$ cat src/core/fsb_pkg.sv
// constants and types shared by the slave bus interface
`default_nettype none
package fsb_pkg;
	// ------------------------------------------------------------
	// status codes on the bus status lines
	// ------------------------------------------------------------
	localparam logic [3:0] STS_ID = 4'hF;
	localparam logic [3:0] STS_OPND = 4'hD;
	localparam logic [3:0] STS_STATUS = 4'hE;
	// ------------------------------------------------------------
	// protocol select codes {hi, lo}
	// ------------------------------------------------------------
	localparam logic [1:0] PS_16 = 2'h0;
	localparam logic [1:0] PS_32_T2 = 2'h3;
	// ------------------------------------------------------------
	// timing
	// ------------------------------------------------------------
	localparam int IDLE_CLOCKS = 256;
	localparam int IDLE_CNT_W = 9;
	// ------------------------------------------------------------
	// data lanes
	// ------------------------------------------------------------
	localparam int BYTE_W = 8;
	localparam int ID32_LSB = 24;
	localparam int OPLO32_LSB = 16;
	localparam int OPHI32_LSB = 8;
	localparam logic [31:0] LANE16_MASK = 32'h0000_FFFF;
	// ------------------------------------------------------------
	// status word fields and reset values
	// ------------------------------------------------------------
	localparam int SW_Q_BIT = 0;
	localparam int SW_Z_BIT = 1;
	localparam int SW_N_BIT = 2;
	localparam int SW_TS_BIT = 3;
	localparam logic [31:0] STATUS_RESET = 32'h0000_0000;
	localparam logic [31:0] FSR_RESET = 32'h0000_0000;
	// ------------------------------------------------------------
	// protocol states
	// ------------------------------------------------------------
	typedef enum logic [2:0] {
		FSB_IDLE = 3'b000,
		FSB_OPWORD = 3'b001,
		FSB_OPND = 3'b010,
		FSB_EXEC = 3'b011,
		FSB_DONE = 3'b100,
		FSB_STAT = 3'b101,
		FSB_RESULT = 3'b110
	} fsb_state_e;
endpackage : fsb_pkg
`default_nettype wire

$ cat src/core/fsb_idle_timer.sv
// strobe inactivity timer that flags power-down
`default_nettype none
module fsb_idle_timer
#(
	parameter int LIMIT = fsb_pkg::IDLE_CLOCKS,
	parameter int CNT_W = fsb_pkg::IDLE_CNT_W
)
(
	input wire logic clk_sys,
	input wire logic rst_n,
	input wire logic restart,
	output logic expired
);
	import fsb_pkg::*;

	localparam logic [CNT_W-1:0] LAST = CNT_W'(LIMIT - 1);

	if (LIMIT < 2 || LIMIT >= (1 << CNT_W))
	begin : g_bad_limit
		$error("fsb_idle_timer: LIMIT does not fit CNT_W");
	end

	logic [CNT_W-1:0] cnt;
	wire at_last = (cnt == LAST);
	wire [CNT_W-1:0] next_cnt = restart ? '0 : (at_last ? cnt : cnt + 1'b1);
	wire next_expired = !restart && (expired || at_last);

	// ------------------------------------------------------------
	// counter
	// ------------------------------------------------------------
	always_ff @(posedge clk_sys or negedge rst_n)
	begin
		if (!rst_n)
		begin
			cnt <= '0;
			expired <= 1'b0;
		end
		else
		begin
			cnt <= next_cnt;
			expired <= next_expired;
		end
	end

	AST_IDLE_EXPIRE:
	assert property (@(posedge clk_sys) disable iff (!rst_n)
		(at_last && !restart) |=> expired)
	else $error("idle limit reached without power-down");

	AST_IDLE_RESTART:
	assert property (@(posedge clk_sys) disable iff (!rst_n)
		restart |=> (cnt == '0) && !expired)
	else $error("strobe did not restart the idle count");
endmodule : fsb_idle_timer
`default_nettype wire

$ cat src/core/fsb_core.sv
// slave bus interface of the floating-point coprocessor
// Contract
// - power down after 256 clocks without strobe
// - strobe wakes device with no extra latency
// - reset abandons instruction, clears status register
// - each cycle moves byte, word or dword
// - host strobes; device tracks status lines
// - status sampled on strobe falling edge
// - high-performance host: sample in second state
// - read cycle: drive data while strobe low
// - write cycle: capture data on strobe rise
// - 16-bit: low lane bytes, low word first
// - 32-bit: long operand upper dword first
// - instruction opens with id and operation word
// - select pins choose 16 or 32-bit protocol
// - execute only after last operand arrives
// - 16-bit completion pulses strobe low
// - status word read with code 1110
// - result read only to memory, no trap
// - 16-bit operation word byte swapped
// - 32-bit id top byte, swapped op word
// - new id cancels protocol, selects one slave
// - exception sets trap pending bit
`default_nettype none
module fsb_core
#(
	parameter int IDLE_LIMIT = fsb_pkg::IDLE_CLOCKS,
	// own slave id byte; value is arbitrary
	parameter logic [7:0] OWN_ID = 8'h3E
)
(
	input wire logic clk_sys,
	input wire logic arst_n,
	input wire logic slave_strobe_in,
	output logic slave_strobe_out,
	output logic slave_strobe_oe_n,
	input wire logic [3:0] bus_status_lines,
	input wire logic second_bus_state,
	input wire logic protocol_select_lo,
	input wire logic protocol_select_hi,
	input wire logic [31:0] data_in,
	output logic [31:0] data_out,
	output logic data_oe_n,
	output logic core_clk_en,
	output logic op_valid,
	output logic [7:0] op_id,
	output logic [15:0] op_word,
	input wire logic [3:0] operand_cycles,
	input wire logic operand_long,
	output logic operand_valid,
	output logic [31:0] operand_data,
	output logic [1:0] operand_word_pos,
	output logic exec_start,
	input wire logic exec_done,
	input wire logic exec_trap,
	input wire logic exec_undef,
	input wire logic exec_cmp_z,
	input wire logic exec_cmp_n,
	input wire logic result_to_mem,
	input wire logic [3:0] result_cycles,
	input wire logic [31:0] result_word,
	output logic [3:0] result_index,
	output logic slave_done,
	input wire logic fsr_load,
	input wire logic [31:0] fsr_load_data,
	output logic [31:0] float_status_reg,
	output logic [31:0] status_word
);
	import fsb_pkg::*;

	// ------------------------------------------------------------
	// reset release
	// ------------------------------------------------------------
	logic rst_meta;
	logic rst_n;
	always_ff @(posedge clk_sys or negedge arst_n)
	begin
		if (!arst_n)
		begin
			rst_meta <= 1'b0;
			rst_n <= 1'b0;
		end
		else
		begin
			rst_meta <= 1'b1;
			rst_n <= rst_meta;
		end
	end

	// ------------------------------------------------------------
	// strobe edges and status sampling
	// ------------------------------------------------------------
	logic strobe_prev;
	logic [3:0] cyc_status;
	fsb_state_e state;
	logic [3:0] opnd_left;
	logic [3:0] opnd_cnt;
	logic [3:0] res_left;
	logic pd_expired;

	wire [1:0] ps_code = {protocol_select_hi, protocol_select_lo};
	wire p32 = (ps_code != PS_16);
	wire t2_host = (ps_code == PS_32_T2);
	wire strobe_fall = strobe_prev && !slave_strobe_in;
	wire strobe_rise = !strobe_prev && slave_strobe_in;
	wire take_status = t2_host ? (second_bus_state && !slave_strobe_in)
		: strobe_fall;
	wire [3:0] cur_status = take_status ? bus_status_lines : cyc_status;
	wire [3:0] next_cyc_status = cur_status;

	// ------------------------------------------------------------
	// decode of the cycle that ends on this strobe rise
	// ------------------------------------------------------------
	wire end_id = strobe_rise && (cyc_status == STS_ID);
	wire end_op = strobe_rise && (cyc_status == STS_OPND);
	wire end_st = strobe_rise && (cyc_status == STS_STATUS);
	wire [7:0] id_byte = p32 ? data_in[ID32_LSB +: BYTE_W]
		: data_in[BYTE_W-1:0];
	wire [15:0] op32 = {data_in[OPHI32_LSB +: BYTE_W],
		data_in[OPLO32_LSB +: BYTE_W]};
	wire [15:0] op16 = {data_in[7:0], data_in[15:8]};
	wire id_hit = (id_byte == OWN_ID);
	wire [31:0] lane_data = p32 ? data_in : (data_in & LANE16_MASK);

	// ------------------------------------------------------------
	// read cycles drive the bus while the strobe is low
	// ------------------------------------------------------------
	wire rd_status = (state == FSB_STAT) && (cur_status == STS_STATUS);
	wire rd_result = (state == FSB_RESULT) && (cur_status == STS_OPND);
	wire read_drive = !slave_strobe_in && (rd_status || rd_result);
	wire [31:0] next_data_out = (state == FSB_RESULT) ? result_word : status_word;

	// ------------------------------------------------------------
	// word significance of the current operand cycle
	// ------------------------------------------------------------
	wire [1:0] pos32 = operand_long ? {1'b0, ~opnd_cnt[0]} : 2'b00;
	wire [1:0] pos16 = operand_long ? opnd_cnt[1:0]
		: {1'b0, opnd_cnt[0]};
	wire [1:0] next_pos = p32 ? pos32 : pos16;

	// ------------------------------------------------------------
	// protocol sequence
	// ------------------------------------------------------------
	fsb_state_e next_state;
	logic [3:0] next_opnd_left;
	logic next_exec_start;
	always_comb
	begin
		next_state = state;
		next_opnd_left = opnd_left;
		next_exec_start = 1'b0;
		if (end_id)
		begin
			// any id cancels the sequence in progress
			if (!id_hit)
				next_state = FSB_IDLE;
			else
				next_state = FSB_OPWORD;
		end
		else
		begin
			case (state)
				FSB_IDLE:
					next_state = FSB_IDLE;
				FSB_OPWORD:
				begin
					// 32-bit: op word came with the id; 16-bit: wait for it
					if (p32 || end_op)
					begin
						next_opnd_left = operand_cycles;
						next_state = FSB_OPND;
					end
				end
				FSB_OPND:
				begin
					if (opnd_left == 4'h0)
					begin
						next_exec_start = 1'b1;
						next_state = FSB_EXEC;
					end
					else if (end_op)
						next_opnd_left = opnd_left - 4'h1;
				end
				FSB_EXEC:
					if (exec_done)
						next_state = FSB_DONE;
				FSB_DONE:
					next_state = FSB_STAT;
				FSB_STAT:
					if (end_st)
					begin
						if (result_to_mem && !status_word[SW_Q_BIT]
							&& (result_cycles != 4'h0))
							next_state = FSB_RESULT;
						else
							next_state = FSB_IDLE;
					end
				FSB_RESULT:
					if (end_op && (res_left == 4'h1))
						next_state = FSB_IDLE;
				default:
					next_state = FSB_IDLE;
			endcase
		end
	end

	wire opnd_take = (state == FSB_OPND) && end_op && (opnd_left != 4'h0);
	wire op_take16 = (state == FSB_OPWORD) && !p32 && end_op;
	wire id_take = end_id && id_hit;
	wire exec_end = (state == FSB_EXEC) && exec_done;
	wire [3:0] next_res_left = (state == FSB_STAT) ? result_cycles
		: (((state == FSB_RESULT) && end_op) ? res_left - 4'h1 : res_left);
	wire [3:0] next_res_index = (state == FSB_STAT) ? 4'h0
		: (((state == FSB_RESULT) && end_op) ? result_index + 4'h1 : result_index);
	wire [3:0] next_opnd_cnt = (state == FSB_OPWORD) ? 4'h0
		: (opnd_take ? opnd_cnt + 4'h1 : opnd_cnt);

	// status word: trap set wins over the clear at a new id
	logic [31:0] next_status;
	always_comb
	begin
		next_status = status_word;
		if (id_take)
			next_status = STATUS_RESET;
		if (exec_end)
		begin
			next_status[SW_Q_BIT] = exec_trap || exec_undef;
			next_status[SW_TS_BIT] = exec_undef;
			next_status[SW_Z_BIT] = exec_cmp_z;
			next_status[SW_N_BIT] = exec_cmp_n;
		end
	end
	wire [31:0] next_fsr = fsr_load ? fsr_load_data : float_status_reg;

	// ------------------------------------------------------------
	// registers
	// ------------------------------------------------------------
	always_ff @(posedge clk_sys or negedge rst_n)
	begin
		if (!rst_n)
		begin
			strobe_prev <= 1'b1;
			cyc_status <= 4'h0;
			state <= FSB_IDLE;
			opnd_left <= 4'h0;
			opnd_cnt <= 4'h0;
			res_left <= 4'h0;
			result_index <= 4'h0;
			exec_start <= 1'b0;
			status_word <= STATUS_RESET;
			float_status_reg <= FSR_RESET;
			data_out <= 32'h0000_0000;
		end
		else
		begin
			strobe_prev <= slave_strobe_in;
			cyc_status <= next_cyc_status;
			state <= next_state;
			opnd_left <= next_opnd_left;
			opnd_cnt <= next_opnd_cnt;
			res_left <= next_res_left;
			result_index <= next_res_index;
			exec_start <= next_exec_start;
			status_word <= next_status;
			float_status_reg <= next_fsr;
			data_out <= next_data_out;
		end
	end

	// captures on the trailing strobe edge
	always_ff @(posedge clk_sys or negedge rst_n)
	begin
		if (!rst_n)
		begin
			op_valid <= 1'b0;
			op_id <= 8'h00;
			op_word <= 16'h0000;
			operand_valid <= 1'b0;
			operand_data <= 32'h0000_0000;
			operand_word_pos <= 2'b00;
		end
		else
		begin
			op_valid <= (id_take && p32) || op_take16;
			if (id_take)
				op_id <= id_byte;
			if (id_take && p32)
				op_word <= op32;
			else if (op_take16)
				op_word <= op16;
			operand_valid <= opnd_take;
			if (opnd_take)
			begin
				operand_data <= lane_data;
				operand_word_pos <= next_pos;
			end
		end
	end

	// ------------------------------------------------------------
	// pin drive and power-down
	// ------------------------------------------------------------
	assign slave_done = (state == FSB_DONE);
	assign slave_strobe_out = 1'b0;
	assign slave_strobe_oe_n = !((state == FSB_DONE) && !p32);
	assign data_oe_n = !read_drive;
	assign core_clk_en = !pd_expired || strobe_fall;

	fsb_idle_timer #(
		.LIMIT(IDLE_LIMIT),
		.CNT_W(IDLE_CNT_W)
	) u_idle (
		.clk_sys(clk_sys),
		.rst_n(rst_n),
		.restart(strobe_fall),
		.expired(pd_expired)
	);

	// ------------------------------------------------------------
	// checks
	// ------------------------------------------------------------
	AST_WAKE_NO_DELAY:
	assert property (@(posedge clk_sys) disable iff (!rst_n)
		strobe_fall |-> core_clk_en ##1 core_clk_en)
	else $error("strobe did not wake the core at once");
	AST_READ_DRIVE:
	assert property (@(posedge clk_sys) disable iff (!rst_n)
		(state == FSB_STAT && take_status && bus_status_lines == STS_STATUS)
		|-> !data_oe_n)
	else $error("status read not driven while strobe low");

	AST_WRITE_CAPTURE:
	assert property (@(posedge clk_sys) disable iff (!rst_n)
		(opnd_take && p32) |=> operand_valid && operand_data == $past(data_in))
	else $error("operand not captured on strobe rise");

	AST_OPWORD_SWAP:
	assert property (@(posedge clk_sys) disable iff (!rst_n)
		op_take16 |=> op_valid
		&& op_word == {$past(data_in[7:0]), $past(data_in[15:8])})
	else $error("16-bit operation word not swapped");

	AST_DONE_PULSE:
	assert property (@(posedge clk_sys) disable iff (!rst_n)
		(exec_end && !p32) |=> !slave_strobe_oe_n ##1 slave_strobe_oe_n)
	else $error("completion pulse not one cycle");

	AST_TRAP_PENDING:
	assert property (@(posedge clk_sys) disable iff (!rst_n)
		(exec_end && exec_trap) |=> status_word[SW_Q_BIT] && state == FSB_DONE)
	else $error("trap did not set the pending bit");

	AST_EXEC_AFTER_LAST:
	assert property (@(posedge clk_sys) disable iff (!rst_n)
		exec_start |-> $past(state) == FSB_OPND && $past(opnd_left) == 4'h0)
	else $error("execution started before last operand");
	AST_FOREIGN_ID:
	assert property (@(posedge clk_sys) disable iff (!rst_n)
		(end_id && !id_hit) |=> state == FSB_IDLE)
	else $error("foreign id did not cancel the sequence");
	AST_FSR_CLEAR:
	assert property (@(posedge clk_sys) $rose(rst_n)
		|-> float_status_reg == FSR_RESET && state == FSB_IDLE)
	else $error("reset left status register set");
endmodule : fsb_core
`default_nettype wire

$ cat config.mk
export PLATFORM = sky130hd
export DESIGN_NAME = fsb_core
export DESIGN_NICKNAME = d
export VERILOG_FILES = /design/src/core/fsb_pkg.sv /design/src/core/fsb_idle_timer.sv /design/src/core/fsb_core.sv
export SDC_FILE = /design/constraint.sdc
export NUM_CORES = 1
export LEC_CHECK = 0
export BUFFER_PORTS_ARGS = -buffer_cell sky130_fd_sc_hd__buf_2
export CAP_MARGIN = 20
export CORE_MARGIN = 2
export CORE_UTILIZATION = 45
export DETAILED_ROUTE_END_ITERATION = 16
export GPL_ROUTABILITY_DRIVEN = 0
export HOLD_SLACK_MARGIN = 0.03
export PLACE_DENSITY = 0.75
export SYNTH_ARGS = -nofsm -noshare
export SYNTH_HDL_FRONTEND = slang
export SYNTH_SLANG_ARGS = --single-unit
$ cat constraint.sdc
create_clock -name clk_sys -period 12.9 [get_ports clk_sys]
set_input_delay 2.58 -clock clk_sys [delete_from_list [all_inputs] [get_ports clk_sys]]
set_output_delay 2.58 -clock clk_sys [all_outputs]
set_load 0.03 [all_outputs]
==> results.toml, run 1 <==
[cells_and_area]
nets = 1008
drive_gt1_frac = 0.383
final_cell_mix = "buf_2, dfrtp_1, nand2_1, mux2_2, nand3_1"
final_common_cell = "buf_2"
area_growth_pct = 27.3
diodes = 0
fill_cells = 1290

[run_status]
outcome = "completed"

[synthesis]
ys_seq_area_frac = 0.587
avgSynthCellArea_um2 = 11.0
synth_ff_type = "dfrtp_1"
synth.mux.area_fraction = 0.0763
async_flop_share = 1.00
synth_area_um2 = 6950
synthSimpleGateAreaFrac = 0.184
synth-xor-area-share = 0.0139
synth_top_family_by_area = "simple AND/OR/NAND/NOR gates"
yosys_warnings = 0
synth-edff-count = 0
synth.distinct_cells = 53
synthAdderAreaFrac = 0.0108
postSynthCellCount = 632
ys_ff_latch = 163
synth_compound_area_frac = 0.0666

[floorplan]
num_io_pins = 288
core-area_um2 = 15100
initial_utilization = 0.459
die_y_um = 128
die-area_um2 = 16500
die_x_um = 128
core.rowCount = 45

[critical_path]
path_cells = "buf_2, a21bo_2, a21oi_1, nor4b_1, o311ai_0, buf_2"
rrSetupSlack_ns = 10.30
critPathTopFamily = "compound AO/OA/AOI/OAI gates"
cp.required_ns = 10.32
critPathMaxStageDelay_ns = 0.59
cp_common_cell = "buf_2"
cp.arrival_ns = 4.26
worst-path-max-fanout = 10
worstSetupPathType = "primary input to primary output"
crit_buf_inv = 2
critPathLaunchType = "primary input"
end_kind = "primary output"
slowest_stage = "a21oi_1"

[power_and_ir_drop]
p_total_mw = 1.55
irDropWorstVdd_mv = 0.117
switching_share = 0.342
p_per_area_nw_per_um2 = 175
clockPowerShare = 0.322
p_sw_mw = 0.531
p_comb_frac = 0.261
leakagePower_nw = 4.89
p_int_mw = 1.02
pwr-share-seq = 0.417

[timing]
max-slew-margin-rel = 0.359
worst_slack_ns = 6.06
finalHoldViolations = 0
min_period_ns = 6.84
rsz0062_at_grt = "false"
finalCritPeriodShare = 0.530
tightest_slew_ns = 0.962
fmax_ghz = 0.146
final_max_slew_viol_count = 0
skew_ns = 0.00913
fin_setup_tns_ns = 0
setup_viol = 0

[routing]
first_pass_iters = 4
wl_per_cell_um = 15.4
vias = 5368
wl_mm = 16.7
drt-initial-drc-count = 237
vias_per_cell = 4.97
route.detailed.drc = 0
ant_nets = 0

[worst_hold_path]
hold_class = "flop to asynchronous set/reset pin"

[clocking]
postCtsSetupRepairBufs = 0
post_cts_resized = 0
clock_sinks = 163
clk_latency_ns = 0.42
cts.reportedPaths.clkPinSlew_ns = 0.06
holdBufCountCts = 0
cts_root_buf = "clkbuf_16"
cts_made_buffers = 17
cts_tree = "built"
clk_path_buf_depth = 2
h-tree-depth = 4

[global_route]
grt_pass1_wl_mm = 25.8
grt_max_degree = 85
antenna_found_initial = 0
first_global_vias = 4979
grt-ovfl-total = 0
grtUsageTotal = 0.201

[placed_design]
numPortBuffers = 258
post-place-ws_ns = 6.10
place_hpwl_mm = 12.0

[run]
max_cap_violations = 0
## through the flow
step	hold WS [ns]	util	std cells	cell area (um2)
5_1_grt	0.213	0.584	1081	8850
6_report	0.195	0.584	1081	8850
2_1_floorplan	0.331	-	660	7060
3_5_place_dp	0.340	0.543	1048	8230
3_3_place_gp	0.335	0.543	1048	8230
4_1_cts	0.358	0.582	1080	8820
## cell families after synthesis
kind of cell,count (synthesis)
AND/OR/NAND/NOR,262
flip-flops,163
AO/OA/AOI/OAI,70
buffers and inverters,70
multiplexers,48
XOR/XNOR,11
adder cells (fa/ha/maj),6
other,2
## cell usage after synthesis, types with 4 or more instances
| library cell | n | area, um2 |
|---|---|---|
| and3_1 | 5 | 31.3 |
| nand3_1 | 36 | 180 |
| a21oi_1 | 19 | 95.1 |
| nor2b_1 | 4 | 25.0 |
| nand2_1 | 106 | 398 |
| nor2_1 | 33 | 124 |
| ha_1 | 6 | 75.1 |
| dfrtp_1 | 162 | 4050 |
| and2_1 | 31 | 194 |
| o21ai_0 | 14 | 70.1 |
| buf_2 | 8 | 40.0 |
| nor3b_1 | 5 | 37.5 |
| a21o_1 | 10 | 75.1 |
| nand4_1 | 6 | 37.5 |
| inv_1 | 9 | 33.8 |
| buf_4 | 31 | 233 |
| mux2i_1 | 8 | 80.1 |
| nand2b_1 | 9 | 56.3 |
| mux2_2 | 40 | 450 |
| clkbuf_1 | 14 | 52.6 |
| buf_1 | 4 | 15.0 |
| a22o_1 | 9 | 78.8 |
| nor3_1 | 4 | 20.0 |
| xor2_1 | 8 | 70.1 |
## final timing paths
check / startpoint / endpoint / cells past startpoint
setup / recovery: protocol_select_lo / data_oe_n / 6
hold / removal: rst_n / operand_data[1] / 0
setup reg to reg: opnd_left[0] / opnd_cnt[1] / 9
hold reg to reg: rst_n / operand_data[1] / 0
max in group asynchronous: arst_n / rst_n / 1
min in group clk_sys: rst_meta / rst_n / 0
## power by group through the flow
stage / clock, mW / sequential (mW) / combinational (mW)
after floorplan: 0 / 0.759 / 0.187
after global placement: 0 / 0.657 / 0.396
after detailed placement: 0 / 0.659 / 0.401
after CTS: 0.512 / 0.651 / 0.403
after global routing: 0.532 / 0.657 / 0.444
final: 0.500 / 0.647 / 0.405
## final cells by class
type | instances | area [um2] | share of cell area
clock buffer | 18 | 439 | 0.0496
clock inverter | 14 | 153 | 0.0173
inverter | 10 | 42.5 | 0.00481
multi-input combinational | 427 | 2560 | 0.289
sequential | 163 | 4080 | 0.462
tap | 188 | 235 | 0.0266
timing repair buffer | 261 | 1330 | 0.151
## layer usage
layer	wire, um	global-route usage	vias to the layer above
met5	0	0	-
met4	232	0.0705	0
met3	1230	0.0505	21
met2	8070	0.328	205
met1	7120	0.260	2556
li1	-	-	2586
Note: power is estimated with default switching activity, not from simulation.
==> inputs of run 2 (changes only) <==
- CORE_UTILIZATION: 45 -> 44
- PLACE_DENSITY: 0.75 -> 0.76
- clock period: 12.9 -> 6.2 ns (I/O delays scaled with it)
==> run 2 against run 1 <==
Against the previous run: combinational power up 110%; die area up 2.2%; non-clock buffer count unchanged; worst hold slack better by 0.017 ns; critical endpoint unchanged; highest routed layer unchanged.
==> results.toml, run 2 (synthesized netlist as in run 1, its figures left out) <==
[placed_design]
dp.cells = 1072
place_hpwl_mm = 12.1
post-place-ws_ns = 2.09
numPortBuffers = 258

[timing]
finalCritPeriodShare = 0.670
min_period_ns = 4.16
max-slew-margin-rel = 0.353
fin_setup_tns_ns = 0
final_max_slew_viol_count = 0
finalHoldViolations = 0
fmax_ghz = 0.241
setup_viol = 0
worst_slack_ns = 2.04
tightest_slew_ns = 0.970
rsz0062_at_grt = "false"
skew_ns = 0.0124

[floorplan]
core-area_um2 = 15300
core.rowCount = 45
initial_utilization = 0.454
die-area_um2 = 16800
die_x_um = 130
die_y_um = 130
num_io_pins = 288

[routing]
vias = 5372
ant_nets = 0
route.detailed.drc = 0
vias_per_cell = 4.86
drt-initial-drc-count = 273
first_pass_iters = 5
wl_mm = 16.5
wl_per_cell_um = 15.0

[critical_path]
rrSetupSlack_ns = 3.66
r2r-end = "opnd_cnt[1]"
worstSetupPathType = "primary input to primary output"
slowest_stage = "a21oi_1"
critPathMaxStageDelay_ns = 0.59
end_kind = "primary output"
worst-path-max-fanout = 10
cp.required_ns = 4.96
critPathLaunchType = "primary input"
cp.arrival_ns = 2.92
cp_common_cell = "buf_2"
path_cells = "buf_2, a21bo_2, a21oi_1, nor4b_1, o311ai_0, buf_2"
reg2regPathDepth = 9
regToRegStartpoint = "opnd_left[0]"

[clocking]
cts_tree = "built"
post_cts_resized = 0
cts.reportedPaths.clkPinSlew_ns = 0.06
postCtsSetupRepairBufs = 0
clock_sinks = 163
h-tree-depth = 4
holdBufCountCts = 0
cts_made_buffers = 17
cts_root_buf = "clkbuf_16"
clk_path_buf_depth = 2
clk_latency_ns = 0.42

[global_route]
grt_max_degree = 80
grt-ovfl-total = 0
antenna_found_initial = 2
grtUsageTotal = 0.195
first_global_vias = 5155
grt_pass1_wl_mm = 25.6

[cells_and_area]
final_cell_mix = "buf_2, dfrtp_1, nand2_1, mux2_2, nand3_1"
nets = 1008
final_common_cell = "buf_2"
layout.cells.non_filler = 1105
fill_cells = 1324
multi_input_area_um2 = 2560
drive_gt1_frac = 0.381
area_growth_pct = 28.1
ff_latch_area_um2 = 4080

[power_and_ir_drop]
p_total_mw = 3.30
p_per_area_nw_per_um2 = 371
irDropWorstVdd_mv = 0.239
leakagePower_nw = 4.89

[run_status]
outcome = "completed"

[run]
max_cap_violations = 0

[worst_hold_path]
hold_class = "flop to asynchronous set/reset pin"
## run 2: changes by cell type in the layout (fill, tap and decap cells not counted), sizes merged
| cell | previous run | this run |
|---|---|---|
| clkinvlp | 3 | 4 |
| bufinv | 2 | 4 |
| clkinv | 7 | 2 |
| inv | 12 | 11 |
| clkbuf | 18 | 20 |
| diode | 0 | 2 |
## run 2: how the worst max path moves through the flow
stage	to	cells past startpoint	startpoint	slack (ns)
floorplan	cyc_status[0]	0	rst_n	1.32
global route	data_oe_n	6	protocol_select_lo	1.91
CTS	data_oe_n	6	protocol_select_lo	2.07
global placement	data_oe_n	6	protocol_select_lo	2.09
finish	data_oe_n	6	protocol_select_lo	2.04
detailed placement	data_oe_n	6	protocol_select_lo	2.09
## run 2: metal layers
metal / GRT usage / wire, um / share of wire / vias up
met5: 0 / 0 / 0 / -
met4: 0.0784 / 274 / 0.017 / 0
met3: 0.0595 / 1680 / 0.10 / 18
met2: 0.310 / 7780 / 0.47 / 246
met1: 0.251 / 6790 / 0.41 / 2529
li1: - / - / - / 2579
## run 2: area by class of cell
| class | instances | area share |
|---|---|---|
| inverter | 10 | 0.00478 |
| clock buffer | 20 | 0.0513 |
| sequential | 163 | 0.459 |
| multi-input combinational | 427 | 0.288 |
| antenna | 2 | 0.000562 |
| tap | 211 | 0.0297 |
| timing repair buffer | 261 | 0.148 |
| clock inverter | 11 | 0.0198 |
## run 2: where the power goes
group	total, mW	internal [mW]	switching (mW)
logic	0.835	0.284	0.551
clock network	1.12	0.697	0.423
registers	1.35	1.23	0.120
## run 2: critical path: cells and delay by family
| kind | cells | cell delay (ns) |
|---|---|---|
| buffers and inverters | 2 | 0.39 |
| AND/OR/NAND/NOR | 1 | 0.14 |
| AO/OA/AOI/OAI | 3 | 1.15 |
## run 2: through the flow
stage / hold slack, ns / instance area [um2] / utilization
final: 0.212 / 8900 / 0.581
after global routing: 0.240 / 8900 / 0.581
after CTS: 0.221 / 8900 / 0.581
after detailed placement: 0.212 / 8260 / 0.540
after global placement: 0.215 / 8260 / 0.540
after floorplan: 0.331 / 7060 / -
